--- config.mk ---
export PLATFORM = sky130hd
export DESIGN_NAME = dsf_disk_pins
export DESIGN_NICKNAME = d
export VERILOG_FILES = /design/src/dsf_pkg.sv /design/src/dsf_disk_pins.sv /design/src/dsf_fifo.sv
export SDC_FILE = /design/constraint.sdc
export NUM_CORES = 1
export LEC_CHECK = 0
export ABC_AREA = 1
export BUFFER_PORTS_ARGS = -buffer_cell sky130_fd_sc_hd__clkbuf_2
export CORE_UTILIZATION = 60
export CTS_CLUSTER_DIAMETER = 120
export DETAILED_ROUTE_END_ITERATION = 12
export HOLD_SLACK_MARGIN = 0.15
export PLACE_DENSITY = 0.79
export RECOVER_POWER = 50
export SLEW_MARGIN = 15
export SYNTH_ARGS = -nofsm -noshare
export SYNTH_HDL_FRONTEND = slang
export SYNTH_SLANG_ARGS = --single-unit
export TNS_END_PERCENT = 20
--- constraint.sdc ---
create_clock -name sys_clk -period 2.6 [get_ports sys_clk]
set_input_delay 0.78 -clock sys_clk [delete_from_list [all_inputs] [get_ports sys_clk]]
set_output_delay 0.78 -clock sys_clk [all_outputs]
set_load 0.05 [all_outputs]
--- src/dsf_pkg.sv ---
// Package for the disk-side pin logic of the sector formatter.
// Assumes one system clock domain; the disk reference clock is sampled as data.
// Functional notes
// - Soft-sector mode with read gate: low on mark pin means mark found.
// - Hard-sector mode: mark pin is an input carrying the drive's sector pulse.
// - Read gate is asserted while a disk read takes serial data in.
// - Write gate enables serial write data out to the drive.
// - Serial pin is input under read gate, output under write gate.
// - Serial data is timed by the drive-supplied reference clock, not system clock.
// - Sequencer output pin follows bit 2 of current control-store control field.
// - Sequencer accepts an external input line to synchronise to outside events.
// - Index pulse from the drive is accepted on its own input, once per revolution.
package dsf_pkg;
  localparam int          DATA_W       = 8;
  localparam int          FIFO_DEPTH   = 16;
  localparam int          CTL_OUT_BIT  = 2;
  localparam int          MARK_PULSE_T = 4;
  localparam logic [2:0]  MARK_PULSE_N = 3'h4;
  localparam logic [2:0]  BIT_CNT_RST  = 3'h0;
  localparam logic [4:0]  SYNC_RST     = 5'h02;

  typedef enum logic [1:0] {
    DSF_IDLE,
    DSF_READ,
    DSF_WRITE
  } dsf_state_t;

  // Events seen on the drive side, one-cycle pulses
  typedef struct packed {
    logic index_seen;
    logic sector_seen;
    logic mark_found;
    logic seq_sync;
  } dsf_event_t;
endpackage

--- src/dsf_disk_pins.sv ---
// Disk-side pin logic of the sector formatter: gates, serial data, marks, index.
// Assumes the sequencer drives requests on sys_clk; drive pins are asynchronous.
module dsf_disk_pins (
  // Clock and reset
  input  wire logic                       sys_clk,
  input  wire logic                       arst_n,
  // Sequencer control
  input  wire logic                       hard_sector,
  input  wire logic                       read_req,
  input  wire logic                       write_req,
  input  wire logic                       mark_req,
  input  wire logic [7:0]                 control_store,
  output dsf_pkg::dsf_event_t             events,
  // Write data in from buffer side
  input  wire logic                       wr_valid,
  output logic                            wr_ready,
  input  wire logic [dsf_pkg::DATA_W-1:0] wr_data,
  // Read data out to buffer side
  output logic                            rd_valid,
  input  wire logic                       rd_ready,
  output logic      [dsf_pkg::DATA_W-1:0] rd_data,
  output logic                            rd_overrun,
  // Drive pins
  input  wire logic                       disk_ref_clock,
  input  wire logic                       index_in,
  input  wire logic                       seq_sync_in,
  output logic                            seq_sync_out,
  output logic                            read_gate,
  output logic                            write_gate,
  input  wire logic                       nrz_in,
  output logic                            nrz_out,
  output logic                            nrz_oe,
  input  wire logic                       mark_found_in,
  output logic                            write_mark_strobe,
  output logic                            mark_oe
);
  localparam int SYN = 5;
  logic [SYN-1:0] s1_r;
  logic [SYN-1:0] s2_r;
  logic [SYN-1:0] s3_r;
  logic [SYN-1:0] in_now;

  dsf_pkg::dsf_state_t            state_r;
  logic [2:0]                     bit_cnt_r;
  logic [dsf_pkg::DATA_W-1:0]     sh_r;
  logic [dsf_pkg::DATA_W-1:0]     wsh_r;
  logic                           wsh_full_r;
  logic                           rx_push_r;
  logic                           rx_ready;
  logic [2:0]                     pulse_r;
  logic                           mark_armed_r;
  logic                           ref_rise;
  logic                           ref_fall;

  // Edge finders on a synchronised pin: newest stage and the one behind it
  function automatic logic rise_of(input logic cur_v, input logic old_v);
    return cur_v && !old_v;
  endfunction

  function automatic logic fall_of(input logic cur_v, input logic old_v);
    return !cur_v && old_v;
  endfunction

  assign in_now = {disk_ref_clock, index_in, seq_sync_in, mark_found_in, nrz_in};

  // Two-stage synchronisers, plus a third stage for edge finding
  // Stages reset to each pin's idle level, so release makes no false edge
  genvar g;
  generate
    for (g = 0; g < SYN; g++) begin : g_sync
      always_ff @(posedge sys_clk or negedge arst_n) begin
        if (!arst_n) begin
          s1_r[g] <= dsf_pkg::SYNC_RST[g];
          s2_r[g] <= dsf_pkg::SYNC_RST[g];
          s3_r[g] <= dsf_pkg::SYNC_RST[g];
        end else begin
          s1_r[g] <= in_now[g];
          s2_r[g] <= s1_r[g];
          s3_r[g] <= s2_r[g];
        end
      end
    end
  endgenerate

  // Serial bits move on the drive's reference clock edges
  assign ref_rise = rise_of(s2_r[4], s3_r[4]);
  assign ref_fall = fall_of(s2_r[4], s3_r[4]);

  // Gate state: read and write are exclusive, read has priority
  always_ff @(posedge sys_clk or negedge arst_n) begin
    if (!arst_n) begin
      state_r <= dsf_pkg::DSF_IDLE;
    end else begin
      unique case (state_r)
        dsf_pkg::DSF_IDLE: begin
          if (read_req) begin
            state_r <= dsf_pkg::DSF_READ;
          end else if (write_req) begin
            state_r <= dsf_pkg::DSF_WRITE;
          end
        end
        dsf_pkg::DSF_READ: begin
          if (!read_req) begin
            state_r <= dsf_pkg::DSF_IDLE;
          end
        end
        dsf_pkg::DSF_WRITE: begin
          if (!write_req) begin
            state_r <= dsf_pkg::DSF_IDLE;
          end
        end
        default: state_r <= dsf_pkg::DSF_IDLE;
      endcase
    end
  end

  assign read_gate  = (state_r == dsf_pkg::DSF_READ);
  assign write_gate = (state_r == dsf_pkg::DSF_WRITE);
  assign nrz_oe     = write_gate;

  // Read path: shift in on rising reference edge, push each whole byte
  always_ff @(posedge sys_clk or negedge arst_n) begin
    if (!arst_n) begin
      bit_cnt_r  <= dsf_pkg::BIT_CNT_RST;
      sh_r       <= '0;
      rx_push_r  <= 1'b0;
      rd_overrun <= 1'b0;
    end else begin
      rx_push_r <= 1'b0;
      if (state_r == dsf_pkg::DSF_IDLE) begin
        bit_cnt_r <= dsf_pkg::BIT_CNT_RST;
      end else if (read_gate && ref_rise) begin
        sh_r      <= {sh_r[dsf_pkg::DATA_W-2:0], s2_r[0]};
        bit_cnt_r <= 3'(bit_cnt_r + 1'b1);
        if (bit_cnt_r == 3'h7) begin
          rx_push_r <= 1'b1;
        end
      end else if (write_gate && ref_fall) begin
        bit_cnt_r <= 3'(bit_cnt_r + 1'b1);
      end
      if (rx_push_r && !rx_ready) begin
        rd_overrun <= 1'b1;
      end else if (read_req && !read_gate) begin
        rd_overrun <= 1'b0;
      end
    end
  end

  dsf_fifo #(
    .WIDTH (dsf_pkg::DATA_W),
    .DEPTH (dsf_pkg::FIFO_DEPTH)
  ) u_rx_fifo (
    .sys_clk   (sys_clk),
    .arst_n    (arst_n),
    .flush     (1'b0),
    .in_valid  (rx_push_r),
    .in_ready  (rx_ready),
    .in_data   (sh_r),
    .out_valid (rd_valid),
    .out_ready (rd_ready),
    .out_data  (rd_data)
  );

  // Write path: load a byte whenever the shifter is empty, present bits MSB first on falling edge
  // No load on a shift edge, so no bit slot of the frame is skipped
  assign wr_ready = write_gate && !wsh_full_r && !ref_fall;

  always_ff @(posedge sys_clk or negedge arst_n) begin
    if (!arst_n) begin
      wsh_r      <= '0;
      wsh_full_r <= 1'b0;
      nrz_out    <= 1'b0;
    end else if (!write_gate) begin
      wsh_full_r <= 1'b0;
      nrz_out    <= 1'b0;
    end else begin
      if (wr_valid && wr_ready) begin
        wsh_r      <= wr_data;
        wsh_full_r <= 1'b1;
      end else if (ref_fall) begin
        nrz_out <= wsh_full_r ? wsh_r[dsf_pkg::DATA_W-1] : 1'b0;
        wsh_r   <= {wsh_r[dsf_pkg::DATA_W-2:0], 1'b0};
        if (bit_cnt_r == 3'h7) begin
          wsh_full_r <= 1'b0;
        end
      end
    end
  end

  // Mark strobe: fixed-length low pulse, soft sectors only
  always_ff @(posedge sys_clk or negedge arst_n) begin
    if (!arst_n) begin
      pulse_r      <= '0;
      mark_armed_r <= 1'b1;
    end else begin
      if (!hard_sector && write_gate && mark_req && mark_armed_r) begin
        pulse_r      <= dsf_pkg::MARK_PULSE_N;
        mark_armed_r <= 1'b0;
      end else if (pulse_r != '0) begin
        pulse_r <= 3'(pulse_r - 1'b1);
      end
      if (!mark_req) begin
        mark_armed_r <= 1'b1;
      end
    end
  end

  assign mark_oe           = (pulse_r != '0) && !hard_sector;
  assign write_mark_strobe = !mark_oe;
  assign seq_sync_out      = control_store[dsf_pkg::CTL_OUT_BIT];

  // Drive-side events as one-cycle pulses
  always_ff @(posedge sys_clk or negedge arst_n) begin
    if (!arst_n) begin
      events <= '0;
    end else begin
      events.index_seen  <= rise_of(s2_r[3], s3_r[3]);
      events.seq_sync    <= rise_of(s2_r[2], s3_r[2]);
      events.sector_seen <= hard_sector && fall_of(s2_r[1], s3_r[1]);
      events.mark_found  <= !hard_sector && read_gate && fall_of(s2_r[1], s3_r[1]);
    end
  end
endmodule

--- src/dsf_fifo.sv ---
// Synchronous FIFO with valid/ready on both sides.
// Assumes both sides on sys_clk.
module dsf_fifo #(
  parameter int WIDTH = 8,
  parameter int DEPTH = 16
) (
  // Clock and reset
  input  wire logic             sys_clk,
  input  wire logic             arst_n,
  input  wire logic             flush,
  // Fill side
  input  wire logic             in_valid,
  output logic                  in_ready,
  input  wire logic [WIDTH-1:0] in_data,
  // Drain side
  output logic                  out_valid,
  input  wire logic             out_ready,
  output logic      [WIDTH-1:0] out_data
);
  localparam int AW = $clog2(DEPTH);
  logic [WIDTH-1:0] mem_r [DEPTH];
  logic [AW-1:0]    wp_r;
  logic [AW-1:0]    rp_r;
  logic [AW:0]      cnt_r;
  logic             push;
  logic             pop;

  assign in_ready  = (cnt_r != (AW+1)'(DEPTH));
  assign out_valid = (cnt_r != '0);
  assign out_data  = mem_r[rp_r];
  assign push      = in_valid && in_ready;
  assign pop       = out_valid && out_ready;

  always_ff @(posedge sys_clk) begin
    if (push) begin
      mem_r[wp_r] <= in_data;
    end
  end

  always_ff @(posedge sys_clk or negedge arst_n) begin
    if (!arst_n) begin
      wp_r  <= '0;
      rp_r  <= '0;
      cnt_r <= '0;
    end else if (flush) begin
      wp_r  <= '0;
      rp_r  <= '0;
      cnt_r <= '0;
    end else begin
      if (push) begin
        wp_r <= AW'(wp_r + 1'b1);
      end
      if (pop) begin
        rp_r <= AW'(rp_r + 1'b1);
      end
      cnt_r <= (AW+1)'(cnt_r + {{AW{1'b0}}, push} - {{AW{1'b0}}, pop});
    end
  end
endmodule

* Word level (Yosys, flattened, before mapping)
Memories as Yosys holds them, arrays and structs flattened. Cells that the tools add are included.
Storage, ports and cells: memories kept 1, input port bits 29, RAM bits 128, flip-flop bits (word level) 60
Memory list:
- u_rx_fifo.mem_r | words 16, width 8, read ports 1, clocked after memory_dff 0, wr ports 1, RTL line dsf_fifo.sv:21 | logic [WIDTH-1:0] mem_r [DEPTH];
Operators by class: equal/unequal tests 12, reduce and logical (&&, ||, !) cells 44, multiplexer cells 29, add/sub/neg operators 6, bitwise logic cells 1
Operators by type and width (number):
- $logic_and A1 B1 Y1 | 21
- $mux W1 | 17
- $mux W8 | 2
- $mux W3 | 5
- $logic_not A1 Y1 | 11
- $add A4 B1 Y4 const B | 2
- $mux W2 | 4
- $reduce_and A2 Y1 | 4
- $ne A2 B2 Y1 const B | 3
- $ne A3 B1 Y1 const B | 2
- $pmux W2 S3 | 1
- $reduce_bool A2 Y1 | 3
- $reduce_bool A3 Y1 | 2
- $add A5 B1 Y5 | 1
- $ne A5 B5 Y1 const B | 1
- $reduce_bool A5 Y1 | 1
- $sub A5 B1 Y5 | 1
- $ne A2 B1 Y1 const B | 2
- $add A3 B1 Y3 const B | 1
- $eq A3 B3 Y1 const B | 1
- $ne A3 B3 Y1 const B | 1
- $reduce_and A3 Y1 | 1
- $sub A3 B1 Y3 const B | 1
- $eq A2 B1 Y1 const B | 1
- other kinds (3) | 3

* Longest topological paths before layout
Gate-level depths: netlist (run 1).
word-level depth 7, depth in mapped cells 12

* Modules after synthesis
Synthesis (run 1) repeated with hierarchy kept, for this count alone.
Unflattened totals: cells, all modules 837, area total of the unflattened synthesis 8369.3 µm²
By module, submodules not included:
- dsf_fifo | area each 6372.4 µm², instances 1, cells each 625
- dsf_disk_pins | area each 1996.9 µm², instances 1, cells each 212

* Worst setup path after synthesis (run 1)
OpenSTA, ideal clock, no wires.
path kind register -> register, start point register u_rx_fifo.cnt_r[3], end point register u_rx_fifo.cnt_r[4], path buffers 0, slack -0.259 ns, data required time 2.474 ns, period minus slack after synthesis 2.859 ns, stages on the path, launching flop included 13, arrival time 2.733 ns, path through dfrtp_1 -> inv_1 -> ha_1 -> nand4_1 -> nand2_1 -> inv_1 -> ha_1 -> inv_1 -> ha_1 -> fa_1 -> nand3_1 -> nand2_1 -> xor2_1
RTL lines:
- start, declared | RTL line dsf_fifo.sv:24 | logic [AW:0] cnt_r;
- start signal, assigned | RTL line dsf_fifo.sv:56 | cnt_r <= (AW+1)'(cnt_r + {{AW{1'b0}}, push} - {{AW{1'b0}}, pop});
- $reduce_bool A5 Y1 | RTL line dsf_fifo.sv:29 | assign out_valid = (cnt_r != '0);
- net rd_valid | RTL line dsf_disk_pins.sv:19 | output logic rd_valid,
- $logic_and A1 B1 Y1 | RTL line dsf_fifo.sv:32 | assign pop = out_valid && out_ready;
- net u_rx_fifo.pop | RTL line dsf_fifo.sv:26 | logic pop;
- $sub A5 B1 Y5 | RTL line dsf_fifo.sv:56
The timed path passes the listed nets, and every way through them passes these cells. A chain may end at the register's enable or synchronous reset.

* Worst setup path in the final report (run 1)
start point register u_rx_fifo.rp_r[0], end point output port rd_data[0] (netlist name)
On the way: longest elaborated chain between the ends 1
Ends and longest elaborated chain:
- start, declared | RTL line dsf_fifo.sv:23 | logic [AW-1:0] rp_r;
- start signal, assigned | RTL line dsf_fifo.sv:54 | rp_r <= AW'(rp_r + 1'b1);
- $mem_v2 Z16 W8
- end, declared | RTL line dsf_disk_pins.sv:21 | output logic [dsf_pkg::DATA_W-1:0] rd_data,
No other way between the ends.

==> results of run 1 <==
==> synth_stat cells, drive strengths merged <==
cell type / count / share of area
nand3: 80 / 0.051
nand4: 5 / 0.0057
xnor2: 4 / 0.0043
dfstp: 4 / 0.013
nand2: 254 / 0.12
a21oi: 7 / 0.0043
nor4: 1 / 0.00078
o21ai: 15 / 0.0093
clkbuf: 3 / 0.0014
inv: 93 / 0.043
dfrtp: 56 / 0.17
fa: 1 / 0.0025
xor2: 7 / 0.0076
nor2: 83 / 0.043
nor3: 3 / 0.0019
edfxtp: 128 / 0.48
buf: 24 / 0.018
ha: 15 / 0.023
==> cell families after synthesis <==
| family | share of synthesized area |
|---|---|
| compound gates | 0.0137 |
| xor+xnor | 0.0119 |
| fa+ha+maj | 0.0258 |
| buf+inv | 0.0632 |
| flops | 0.664 |
| simple gates | 0.222 |
==> critical path: cells and delay by family, from the launching register on <==
family        cells  cell delay [ns]
simple gates      6             0.52
flops             1             0.48
buf+inv           4             0.54
==> what timing repair did <==
action / CTS / global route
cloned: 6 / 1
gates resized for setup: 44 / 53
buffers inserted: 11 / 0
pin swaps: 27 / 39
endpoints found under the setup margin: 8 / 9
==> per-layer routing <==
layer | global-route usage | vias up
met5 | 0 | -
met3 | 0.0465 | 61
met2 | 0.491 | 297
met1 | 0.336 | 2774
met4 | 0.142 | 0
li1 | - | 2668
==> flip-flops by register name (all words and copies together), names as in the netlist, 2 cells and up <==
register and flops:
s3_r 4, s2_r 5, bit_cnt_r 3, u_rx_fifo.rp_r 4, pulse_r 3, state_r 2, sh_r 8, u_rx_fifo.cnt_r 5
wsh_r 8, u_rx_fifo.mem_r 128, u_rx_fifo.wp_r 4, s1_r 5, events 4
==> area by class of cell <==
| type | count | area, um^2 | area share |
|---|---|---|---|
| Clock buffer | 27 | 589 | 0.0596 |
| Clock inverter | 5 | 36.3 | 0.00367 |
| Inverter | 93 | 364 | 0.0368 |
| Multi-Input combinational cell | 475 | 2480 | 0.251 |
| Sequential cell | 188 | 5350 | 0.541 |
| Tap cell | 172 | 215 | 0.0218 |
| Timing Repair Buffer | 81 | 845 | 0.0854 |
| Timing Repair inverter | 1 | 8.76 | 0.000886 |
==> power by group <==
part / switching (W) / internal (W) / total, W
Sequential: 0.000361 / 0.00357 / 0.00393
Clock: 0.00110 / 0.00157 / 0.00267
Combinational: 0.00268 / 0.00189 / 0.00456
Total: 0.00414 / 0.00703 / 0.0112
==> worst max-delay path by stage <==
stage	from	end	slack, ns	depth (start not counted)
after detailed placement	u_rx_fifo.rp_r[0]$_DFFE_PN0P_	rd_data[3]	0.21	8
after CTS	u_rx_fifo.rp_r[0]$_DFFE_PN0P_	rd_data[2]	-0.1	9
final	u_rx_fifo.rp_r[0]$_DFFE_PN0P_	rd_data[0]	-0.16	10
after global placement	u_rx_fifo.rp_r[0]$_DFFE_PN0P_	rd_data[3]	0.26	9
after global routing	u_rx_fifo.rp_r[0]$_DFFE_PN0P_	rd_data[0]	-0.22	10
after floorplan	u_rx_fifo.cnt_r[3]$_DFF_PN0_	u_rx_fifo.cnt_r[4]$_DFF_PN0_	-0.11	12
==> per-stage QoR <==
step	utilization	setup slack, ns	total power (W)	TNS [ns]	instances
finish	0.768	-0.156	0.0112	-0.993	1042
floorplan	-	-0.106	0.00608	-0.214	783
detailed placement	0.676	0.211	0.00744	0	993
global route	0.768	-0.221	0.0116	-1.76	1042
CTS	0.756	-0.0993	0.0109	-0.717	1042
global placement	0.676	0.256	0.00725	0	993
==> flow_summary_export.csv, run 1 <==
group,metric,value,unit
drt,viasPerCell,5.57,
status,status,"complete, but fails checks",
die,core,0.0129,mm^2
layout,drive_above_1_share,0.243,
die,die_area,0.0139,mm^2
synth,syn-cell-area,0.00806,mm^2
synth,syn_nets,828,
timing,achievable-frequency,0.363,GHz
hold_path,holdCritStartpoint,"s1_r[0]$_DFF_PN0_",
layout,nets,902,
synth,ys_seq_area_frac,0.664,
global_routing,overflow,0,
cts,cts_hold_buf,0,
placed_design,postPlaceCellArea,0.00870,mm^2
critical_path,reg2reg_from,"u_rx_fifo.cnt_r[3]$_DFF_PN0_",
drt,drt_pass1_iterations,5,
status,violations,"negative setup slack",
timing,hold_viol,0,
critical_path,start_kind,"flop",
layout,final_common_cell,"nand2_1",
critical_path,crit_slowest_cell,"dfrtp_2",
critical_path,cp_max_fo,7,
global_routing,grt_use_total,0.281,
hold_path,holdPathEnd,"s2_r[0]$_DFF_PN0_",
critical_path,path_cells,"buf_12 > inv_12 > buf_12 > nand2_2 > nand3_2 > nand2_2 > nor2_2 > nand2_1 > nand2_2 > buf_12",
drt,ant_nets,0,
die,num_rows,41,
power,powerDensity,1130,mW/mm^2
global_routing,grt_antenna_before_repair,0,
critical_path,r2r_cells,12,
layout,final_cell_mix,"nand2_1 (218), edfxtp_1 (128), inv_1 (84)",
timing,finalCritPeriodShare,1.06,
drt,wire_per_inst,18.3,um
placed_design,io_buffers,41,
global_routing,grt_pass1_vias,5756,
synth,ys_ff_latch,188,
timing,worst_pin_slew,1.40,ns
timing,max_slew_margin,0.0692,
drt,wl_met3,1.29,mm
synth,synth_cell_type_count,29,
cts,cts_sinks,188,
critical_path,rr_endpoint,"u_rx_fifo.cnt_r[4]$_DFF_PN0_",
drt,finalWirelength,19.1,mm
critical_path,arrival,1.98,ns
synth,avgSynthCellArea,10.3,um^2
global_routing,grt_pass1_wl,29.4,mm
hold_path,hold_depth,0,
critical_path,worstSetupPathType,"flop to output pin",
global_routing,grt_max_degree,37,
layout,fillers,803,
power,p_leak,4.33,nW
timing,skew,0.0117,ns
cts,h-tree-depth,4,
layout,final_cell_area,0.00989,mm^2
timing,maxSlewViolCount,0,
drt,wl_met1,7.13,mm
placed_design,gp_congestion,0.827,
die,die_w,118,um
cts,worstSkewPairLatency,0.44,ns
placed_design,dp_hpwl,10.6,mm
drt,highest_layer,"met4",
die,initial_core_util,0.626,
timing,period_needed,2.76,ns
die,pin_count,51,
cts,clk_pin_slew,0.07,ns
critical_path,required,1.82,ns
layout,area_growth,22.7,%
drt,met2_length,9.95,mm
hold_path,hp-class,"flop to flop",
timing,finalSetupViolCount,8,
layout,diodes,0,
timing,rsz0062_at_grt,"true",
synth,ys_warn_count,0,
cts,cts_made_buffers,17,
critical_path,crit_path_end_kind,"output pin",
job,max_cap_viol_count,0,
timing,fin_ws,-0.156,ns
drt,drc,0,
drt,drtIter0Drc,532,
power,ir_drop,637,uV
cts,cts.path.max_buffers,2,
critical_path,cpPeakStageDelay,0.48,ns
die,die-height,118,um
drt,vias,5800,
timing,holdWs,0.346,ns
cts,cts_tree,"built",
synth,netlist_instances,783,
critical_path,r2r_slack,0.24,ns
cts,clock-root-buffer,"clkbuf_16",
Power figures use the tool's default switching activity.
==> run 2, diff against run 1 <==
--- a/config.mk
+++ b/config.mk
@@ -8,4 +8,5 @@
 export ABC_AREA = 1
 export BUFFER_PORTS_ARGS = -buffer_cell sky130_fd_sc_hd__clkbuf_2
+export CORE_MARGIN = 2
 export CORE_UTILIZATION = 60
 export CTS_CLUSTER_DIAMETER = 120
==> constraint.sdc (replaced) <==
create_clock -name sys_clk -period 2.6 [get_ports sys_clk]
set_input_delay 0.78 -clock sys_clk [delete_from_list [all_inputs] [get_ports sys_clk]]
set_output_delay 0.78 -clock sys_clk [all_outputs]
set_load 0.01 [all_outputs]
==> run 2 against run 1 <==
  * The run still ends with negative setup slack left
  * Global-route usage shrank 3.8 points
  * Clock-buffer cell count shrank 4
  * Routed wire length shrank 12%
  * Largest power group is now sequential cells
  * Clock skew shrank 0.0052 ns
  * Sequential cell count is the same
  * Fmax grew 3.2%
  * Critical endpoint is now rd_data[7]
  * Critical path type unchanged
  * Clock power shrank 4%
  * First-iteration DRC count shrank 14%
  * Final cell count is the same
  * Power shrank 15%
  * Worst hold slack gained 0.0010 ns
  * Critical path depth shrank 2
==> flow_summary_export.csv, run 2 (same netlist as run 1, synthesis figures left out) <==
group,metric,value,unit
status,status,"complete, but fails checks",
status,violations,"negative setup slack",
critical_path,startpoint,"u_rx_fifo.rp_r[0]$_DFFE_PN0P_",
die,initial_core_util,0.611,
power,ir_drop,604,uV
critical_path,path_cells,"buf_8 > nand2_1 > nand2_1 > nor2_1 > nor2_2 > nand2_2 > nand2_1 > clkbuf_2",
layout,diodes,0,
die,die-height,120,um
drt,wire_per_inst,16.2,um
layout,largest_register_ffs,128,
global_routing,grt_antenna_before_repair,0,
timing,fin_ws,-0.0697,ns
layout,top_regs,"u_rx_fifo.mem_r (128), sh_r (8), wsh_r (8)",
die,num_rows,42,
layout,top_register,"u_rx_fifo.mem_r",
drt,vias,5556,
critical_path,crit_path_end_kind,"output pin",
critical_path,arrival,1.89,ns
layout,area_growth,16.4,%
drt,drc,0,
power,powerDensity,1010,mW/mm^2
layout,final_cell_mix,"nand2_1 (241), edfxtp_1 (128), inv_1 (86)",
hold_path,hp-class,"flop to flop",
timing,finalCritPeriodShare,1.03,
critical_path,reg2reg_from,"u_rx_fifo.cnt_r[3]$_DFF_PN0_",
placed_design,dp_hpwl,10.5,mm
global_routing,grt_max_degree,34,
critical_path,cp_max_fo,30,
timing,maxSlewViolCount,0,
cts,cts_made_buffers,17,
hold_path,holdCritStartpoint,"s1_r[3]$_DFF_PN0_",
cts,clk_pin_slew,0.06,ns
placed_design,io_buffers,41,
layout,nets,898,
cts,cts_tree,"built",
layout,final_common_cell,"nand2_1",
global_routing,grt_pass1_vias,5416,
layout,final_util,0.711,
global_routing,grt_pass1_wl,26.3,mm
cts,h-tree-depth,4,
critical_path,crit_slowest_cell,"dfrtp_2",
timing,max_slew_margin,0.296,
placed_design,place_ws,0.163,ns
timing,achievable-frequency,0.375,GHz
placed_design,gp_congestion,0.843,
cts,cts.path.max_buffers,2,
timing,hold_viol,0,
timing,rsz0062_at_grt,"true",
die,core,0.0132,mm^2
cts,cts_sinks,188,
layout,fillers,939,
die,die_area,0.0144,mm^2
critical_path,cpPeakStageDelay,0.47,ns
critical_path,worstSetupPathType,"flop to output pin",
critical_path,required,1.82,ns
critical_path,path_common_cell,"nand2_1",
timing,finalSetupViolCount,2,
timing,worst_pin_slew,1.06,ns
die,pin_count,51,
die,die_w,120,um
drt,drtIter0Drc,460,
global_routing,grt_use_total,0.243,
layout,drive_above_1_share,0.177,
timing,skew,0.00646,ns
global_routing,overflow,0,
drt,ant_nets,0,
power,finalPower,0.00947,W
timing,period_needed,2.67,ns
job,max_cap_viol_count,0,
critical_path,start_kind,"flop",
drt,finalWirelength,16.9,mm
drt,viasPerCell,5.33,
drt,drt_pass1_iterations,5,
cts,worstSkewPairLatency,0.43,ns
power,p_leak,4.19,nW
cts,clock-root-buffer,"clkbuf_16",
timing,fin_tns_setup,-0.0925,ns
## run 2: cell count changes in the layout (fill, tap and decap cells not counted), sizes merged
cell / before / now
bufinv: 0 / 1
clkbuf: 61 / 63
inv: 96 / 92
clkinv: 2 / 7
buf: 47 / 38
clkinvlp: 1 / 2
## run 2: path summary, 6_finish.rpt
check / to / slack [ns] / cells after the start
max: rd_data[7] / -0.07 / 8
min: s2_r[3]$_DFF_PN0_ / 0.35 / 0
max reg2reg: u_rx_fifo.cnt_r[4]$_DFF_PN0_ / 0.24 / 12
min reg2reg: s2_r[3]$_DFF_PN0_ / 0.35 / 0
max in group asynchronous: events[0]$_DFF_PN0_ / 0.60 / 2
min in group asynchronous: wsh_r[0]$_DFFE_PN0P_ / 0.51 / 1
## run 2: cell type report
type | instances | area, um^2 | share of cell area
Clock buffer | 23 | 512 | 0.0545
Inverter | 93 | 359 | 0.0383
Sequential cell | 188 | 5350 | 0.571
Tap cell | 176 | 220 | 0.0235
Timing Repair Buffer | 78 | 559 | 0.0596
Multi-Input combinational cell | 475 | 2300 | 0.245
Clock inverter | 9 | 81.3 | 0.00867
## run 2: routing by layer
| metal | vias to the layer above | GRT usage | routed length, um |
|---|---|---|---|
| met3 | 30 | 0.0490 | 1220 |
| met5 | - | 0 | 0 |
| met2 | 218 | 0.423 | 8710 |
| met1 | 2649 | 0.301 | 6540 |
| li1 | 2659 | - | - |
| met4 | 0 | 0.0897 | 416 |
## run 2: what timing repair did
item	in CTS	in global routing
gates resized for setup	14	38
setup endpoints to repair	8	8
hold buffers	0	0
pin swaps	1	12
setup buffers	5	4
gates cloned	2	0
## run 2: worst max-delay path: cells and delay by family, from the launching register on
kind | cells | cell delay (ns)
buf+inv | 2 | 0.36
flops | 1 | 0.47
simple gates | 6 | 0.62
## run 2: stage by stage
step	area (um^2)	instances	hold WS, ns
global placement	8550	1001	0.334
floorplan	8060	783	0.331
CTS	9300	1040	0.299
global route	9380	1042	0.360
detailed placement	8550	1001	0.336
finish	9380	1042	0.347
## run 2: where the power goes
group	internal [W]	leakage [nW]	total, W	switching (W)
clock network	0.00149	0.286	0.00256	0.00107
logic	0.00113	2.02	0.00297	0.00185
registers	0.00357	1.88	0.00394	0.000371
==> run 3, diff against run 2 <==
--- a/config.mk
+++ b/config.mk
@@ -8,9 +8,9 @@
 export ABC_AREA = 1
 export BUFFER_PORTS_ARGS = -buffer_cell sky130_fd_sc_hd__clkbuf_2
+export CORE_ASPECT_RATIO = 0.8
 export CORE_MARGIN = 2
 export CORE_UTILIZATION = 60
 export CTS_CLUSTER_DIAMETER = 120
 export DETAILED_ROUTE_END_ITERATION = 12
-export HOLD_SLACK_MARGIN = 0.15
 export PLACE_DENSITY = 0.79
 export RECOVER_POWER = 50
==> constraint.sdc (replaced) <==
create_clock -name sys_clk -period 2.6 [get_ports sys_clk]
set_input_delay 0.78 -clock sys_clk [delete_from_list [all_inputs] [get_ports sys_clk]]
set_output_delay 0.78 -clock sys_clk [all_outputs]
set_load 0.02 [all_outputs]
==> run 3 against run 2 <==
  * The run ends with design-rule violations, negative setup slack left
  * Via count grew 3.2%
  * Fmax shrank 2.9%
  * Worst setup slack lost 0.080 ns
  * Global-route usage grew 2.6 points
  * Power grew 9.2%
  * Combinational power grew 32%
  * Critical path type unchanged
  * Clock-buffer cell count grew 2
  * Sequential power is essentially flat
  * Sequential cell count is the same
==> flow_summary_export.csv, run 3 (same netlist as run 1, synthesis figures left out) <==
group,metric,value,unit
drt,vias,5733,
layout,nets,903,
critical_path,required,1.82,ns
timing,max_slew_margin,0.0607,
cts,cts_made_buffers,17,
job,max_cap_viol_count,0,
timing,holdWs,0.356,ns
die,num_rows,37,
placed_design,place_ws,0.193,ns
global_routing,grt_pass1_vias,5630,
layout,final_cell_mix,"nand2_1 (225), edfxtp_1 (128), inv_1 (85)",
power,powerDensity,1060,mW/mm^2
cts,cts_sinks,188,
die,die_w,134,um
layout,final_common_cell,"nand2_1",
timing,worst_pin_slew,1.41,ns
cts,clock-root-buffer,"clkbuf_16",
layout,largest_register_ffs,128,
critical_path,cp_max_fo,5,
die,die_area,0.0144,mm^2
layout,top_register,"u_rx_fifo.mem_r",
layout,top_regs,"u_rx_fifo.mem_r (128), sh_r (8), wsh_r (8)",
timing,finalCritPeriodShare,1.06,
drt,wire_per_inst,17.6,um
power,p_leak,4.31,nW
timing,finalSetupViolCount,8,
die,initial_core_util,0.620,
global_routing,grt_max_degree,61,
timing,fin_ws,-0.150,ns
placed_design,postPlaceCellArea,0.00852,mm^2
cts,cts_hold_buf,0,
drt,finalWirelength,18.5,mm
status,violations,"design-rule violations, negative setup slack",
global_routing,grt_pass1_wl,28.6,mm
timing,period_needed,2.75,ns
critical_path,start_kind,"flop",
critical_path,worstSetupPathType,"flop to output pin",
status,status,"complete, but fails checks",
cts,worstSkewPairLatency,0.44,ns
cts,cts.path.max_buffers,2,
drt,drtIter0Drc,594,
layout,seq_area,0.00535,mm^2
drt,drt_pass1_iterations,10,
layout,drive_above_1_share,0.217,
timing,maxSlewViolCount,0,
layout,final_util,0.747,
global_routing,overflow,0,
drt,drc,1,
cts,cts_tree,"built",
critical_path,arrival,1.97,ns
layout,fillers,775,
die,core,0.0130,mm^2
placed_design,io_buffers,41,
drt,ant_nets,0,
placed_design,gp_congestion,0.848,
cts,clk_pin_slew,0.06,ns
critical_path,crit_path_end_kind,"output pin",
placed_design,dp_hpwl,10.2,mm
cts,h-tree-depth,4,
die,die-height,108,um
timing,achievable-frequency,0.364,GHz
timing,hold_viol,0,
global_routing,grt_antenna_before_repair,0,
power,ir_drop,566,uV
die,pin_count,51,
hold_path,hp-class,"flop to flop",
timing,fin_tns_setup,-0.959,ns
timing,skew,0.00599,ns
layout,final_cell_area,0.00972,mm^2
layout,diodes,0,
global_routing,grt_use_total,0.268,
drt,viasPerCell,5.48,
timing,rsz0062_at_grt,"true",
layout,multi_input_area,0.00238,mm^2
layout,area_growth,20.5,%
## run 3: changes by cell type in the layout (fill, tap and decap cells not counted), moves of 3 or more
cell	change
nand2_1	-16
clkinv_4	-3
nor2_1	-8
nand2_2	+16
clkbuf_8	+9
buf_16	+7
clkbuf_1	-3
nor2_2	+6
## run 3: path summary, 6_finish.rpt
path | slack [ns] | from | cells after the start | endpoint
max reg2reg | 0.22 | u_rx_fifo.cnt_r[3]$_DFF_PN0_ | 12 | u_rx_fifo.cnt_r[4]$_DFF_PN0_
min | 0.36 | s1_r[3]$_DFF_PN0_ | 0 | s2_r[3]$_DFF_PN0_
max | -0.15 | u_rx_fifo.rp_r[0]$_DFFE_PN0P_ | 10 | rd_data[3]
min reg2reg | 0.36 | s1_r[3]$_DFF_PN0_ | 0 | s2_r[3]$_DFF_PN0_
min in group asynchronous | 0.75 | arst_n | 2 | wsh_r[3]$_DFFE_PN0P_
max in group asynchronous | 0.90 | arst_n | 2 | u_rx_fifo.rp_r[0]$_DFFE_PN0P_
## run 3: critical path, stage by stage (launching register included)
cell and delay [ns]:
dfrtp_2 0.46, buf_12 0.15, buf_12 0.14, buf_16 0.13, nand2_2 0.04, nand2_1 0.06, nor2_1 0.04, nor2_1 0.19
nand2_2 0.11, nand2_2 0.10, buf_8 0.11
## run 3: stage by stage
step | std cells | total power, W
2_1_floorplan | 783 | 0.00571
3_3_place_gp | 993 | 0.00640
3_5_place_dp | 993 | 0.00654
4_1_cts | 1044 | 0.0100
5_1_grt | 1046 | 0.0108
6_report | 1046 | 0.0103
## run 3: repair_timing
action | CTS | global route
pin swaps | 34 | 28
buffers inserted | 12 | 0
endpoints found under the setup margin | 8 | 8
hold endpoints to repair | 0 | 0
gates cloned | 7 | 2
gates resized for setup | 60 | 32
## run 3: power breakdown
group          switching [W]  total (W)  internal [W]
Combinational        0.00221    0.00392       0.00171
Clock                0.00106    0.00247       0.00141
Sequential          0.000381    0.00395       0.00357
## run 3: layout make-up
cell class,instances,area share
Tap cell,175,0.0225
Multi-Input combinational cell,475,0.245
Clock buffer,25,0.0510
Inverter,93,0.0369
Clock inverter,7,0.00669
Timing Repair Buffer,83,0.0874
Sequential cell,188,0.551
## run 3: layer usage
metal / routed length (um) / GRT usage
met5: 0 / 0
met4: 544 / 0.127
met3: 1700 / 0.0650
met2: 9160 / 0.436
met1: 7050 / 0.345
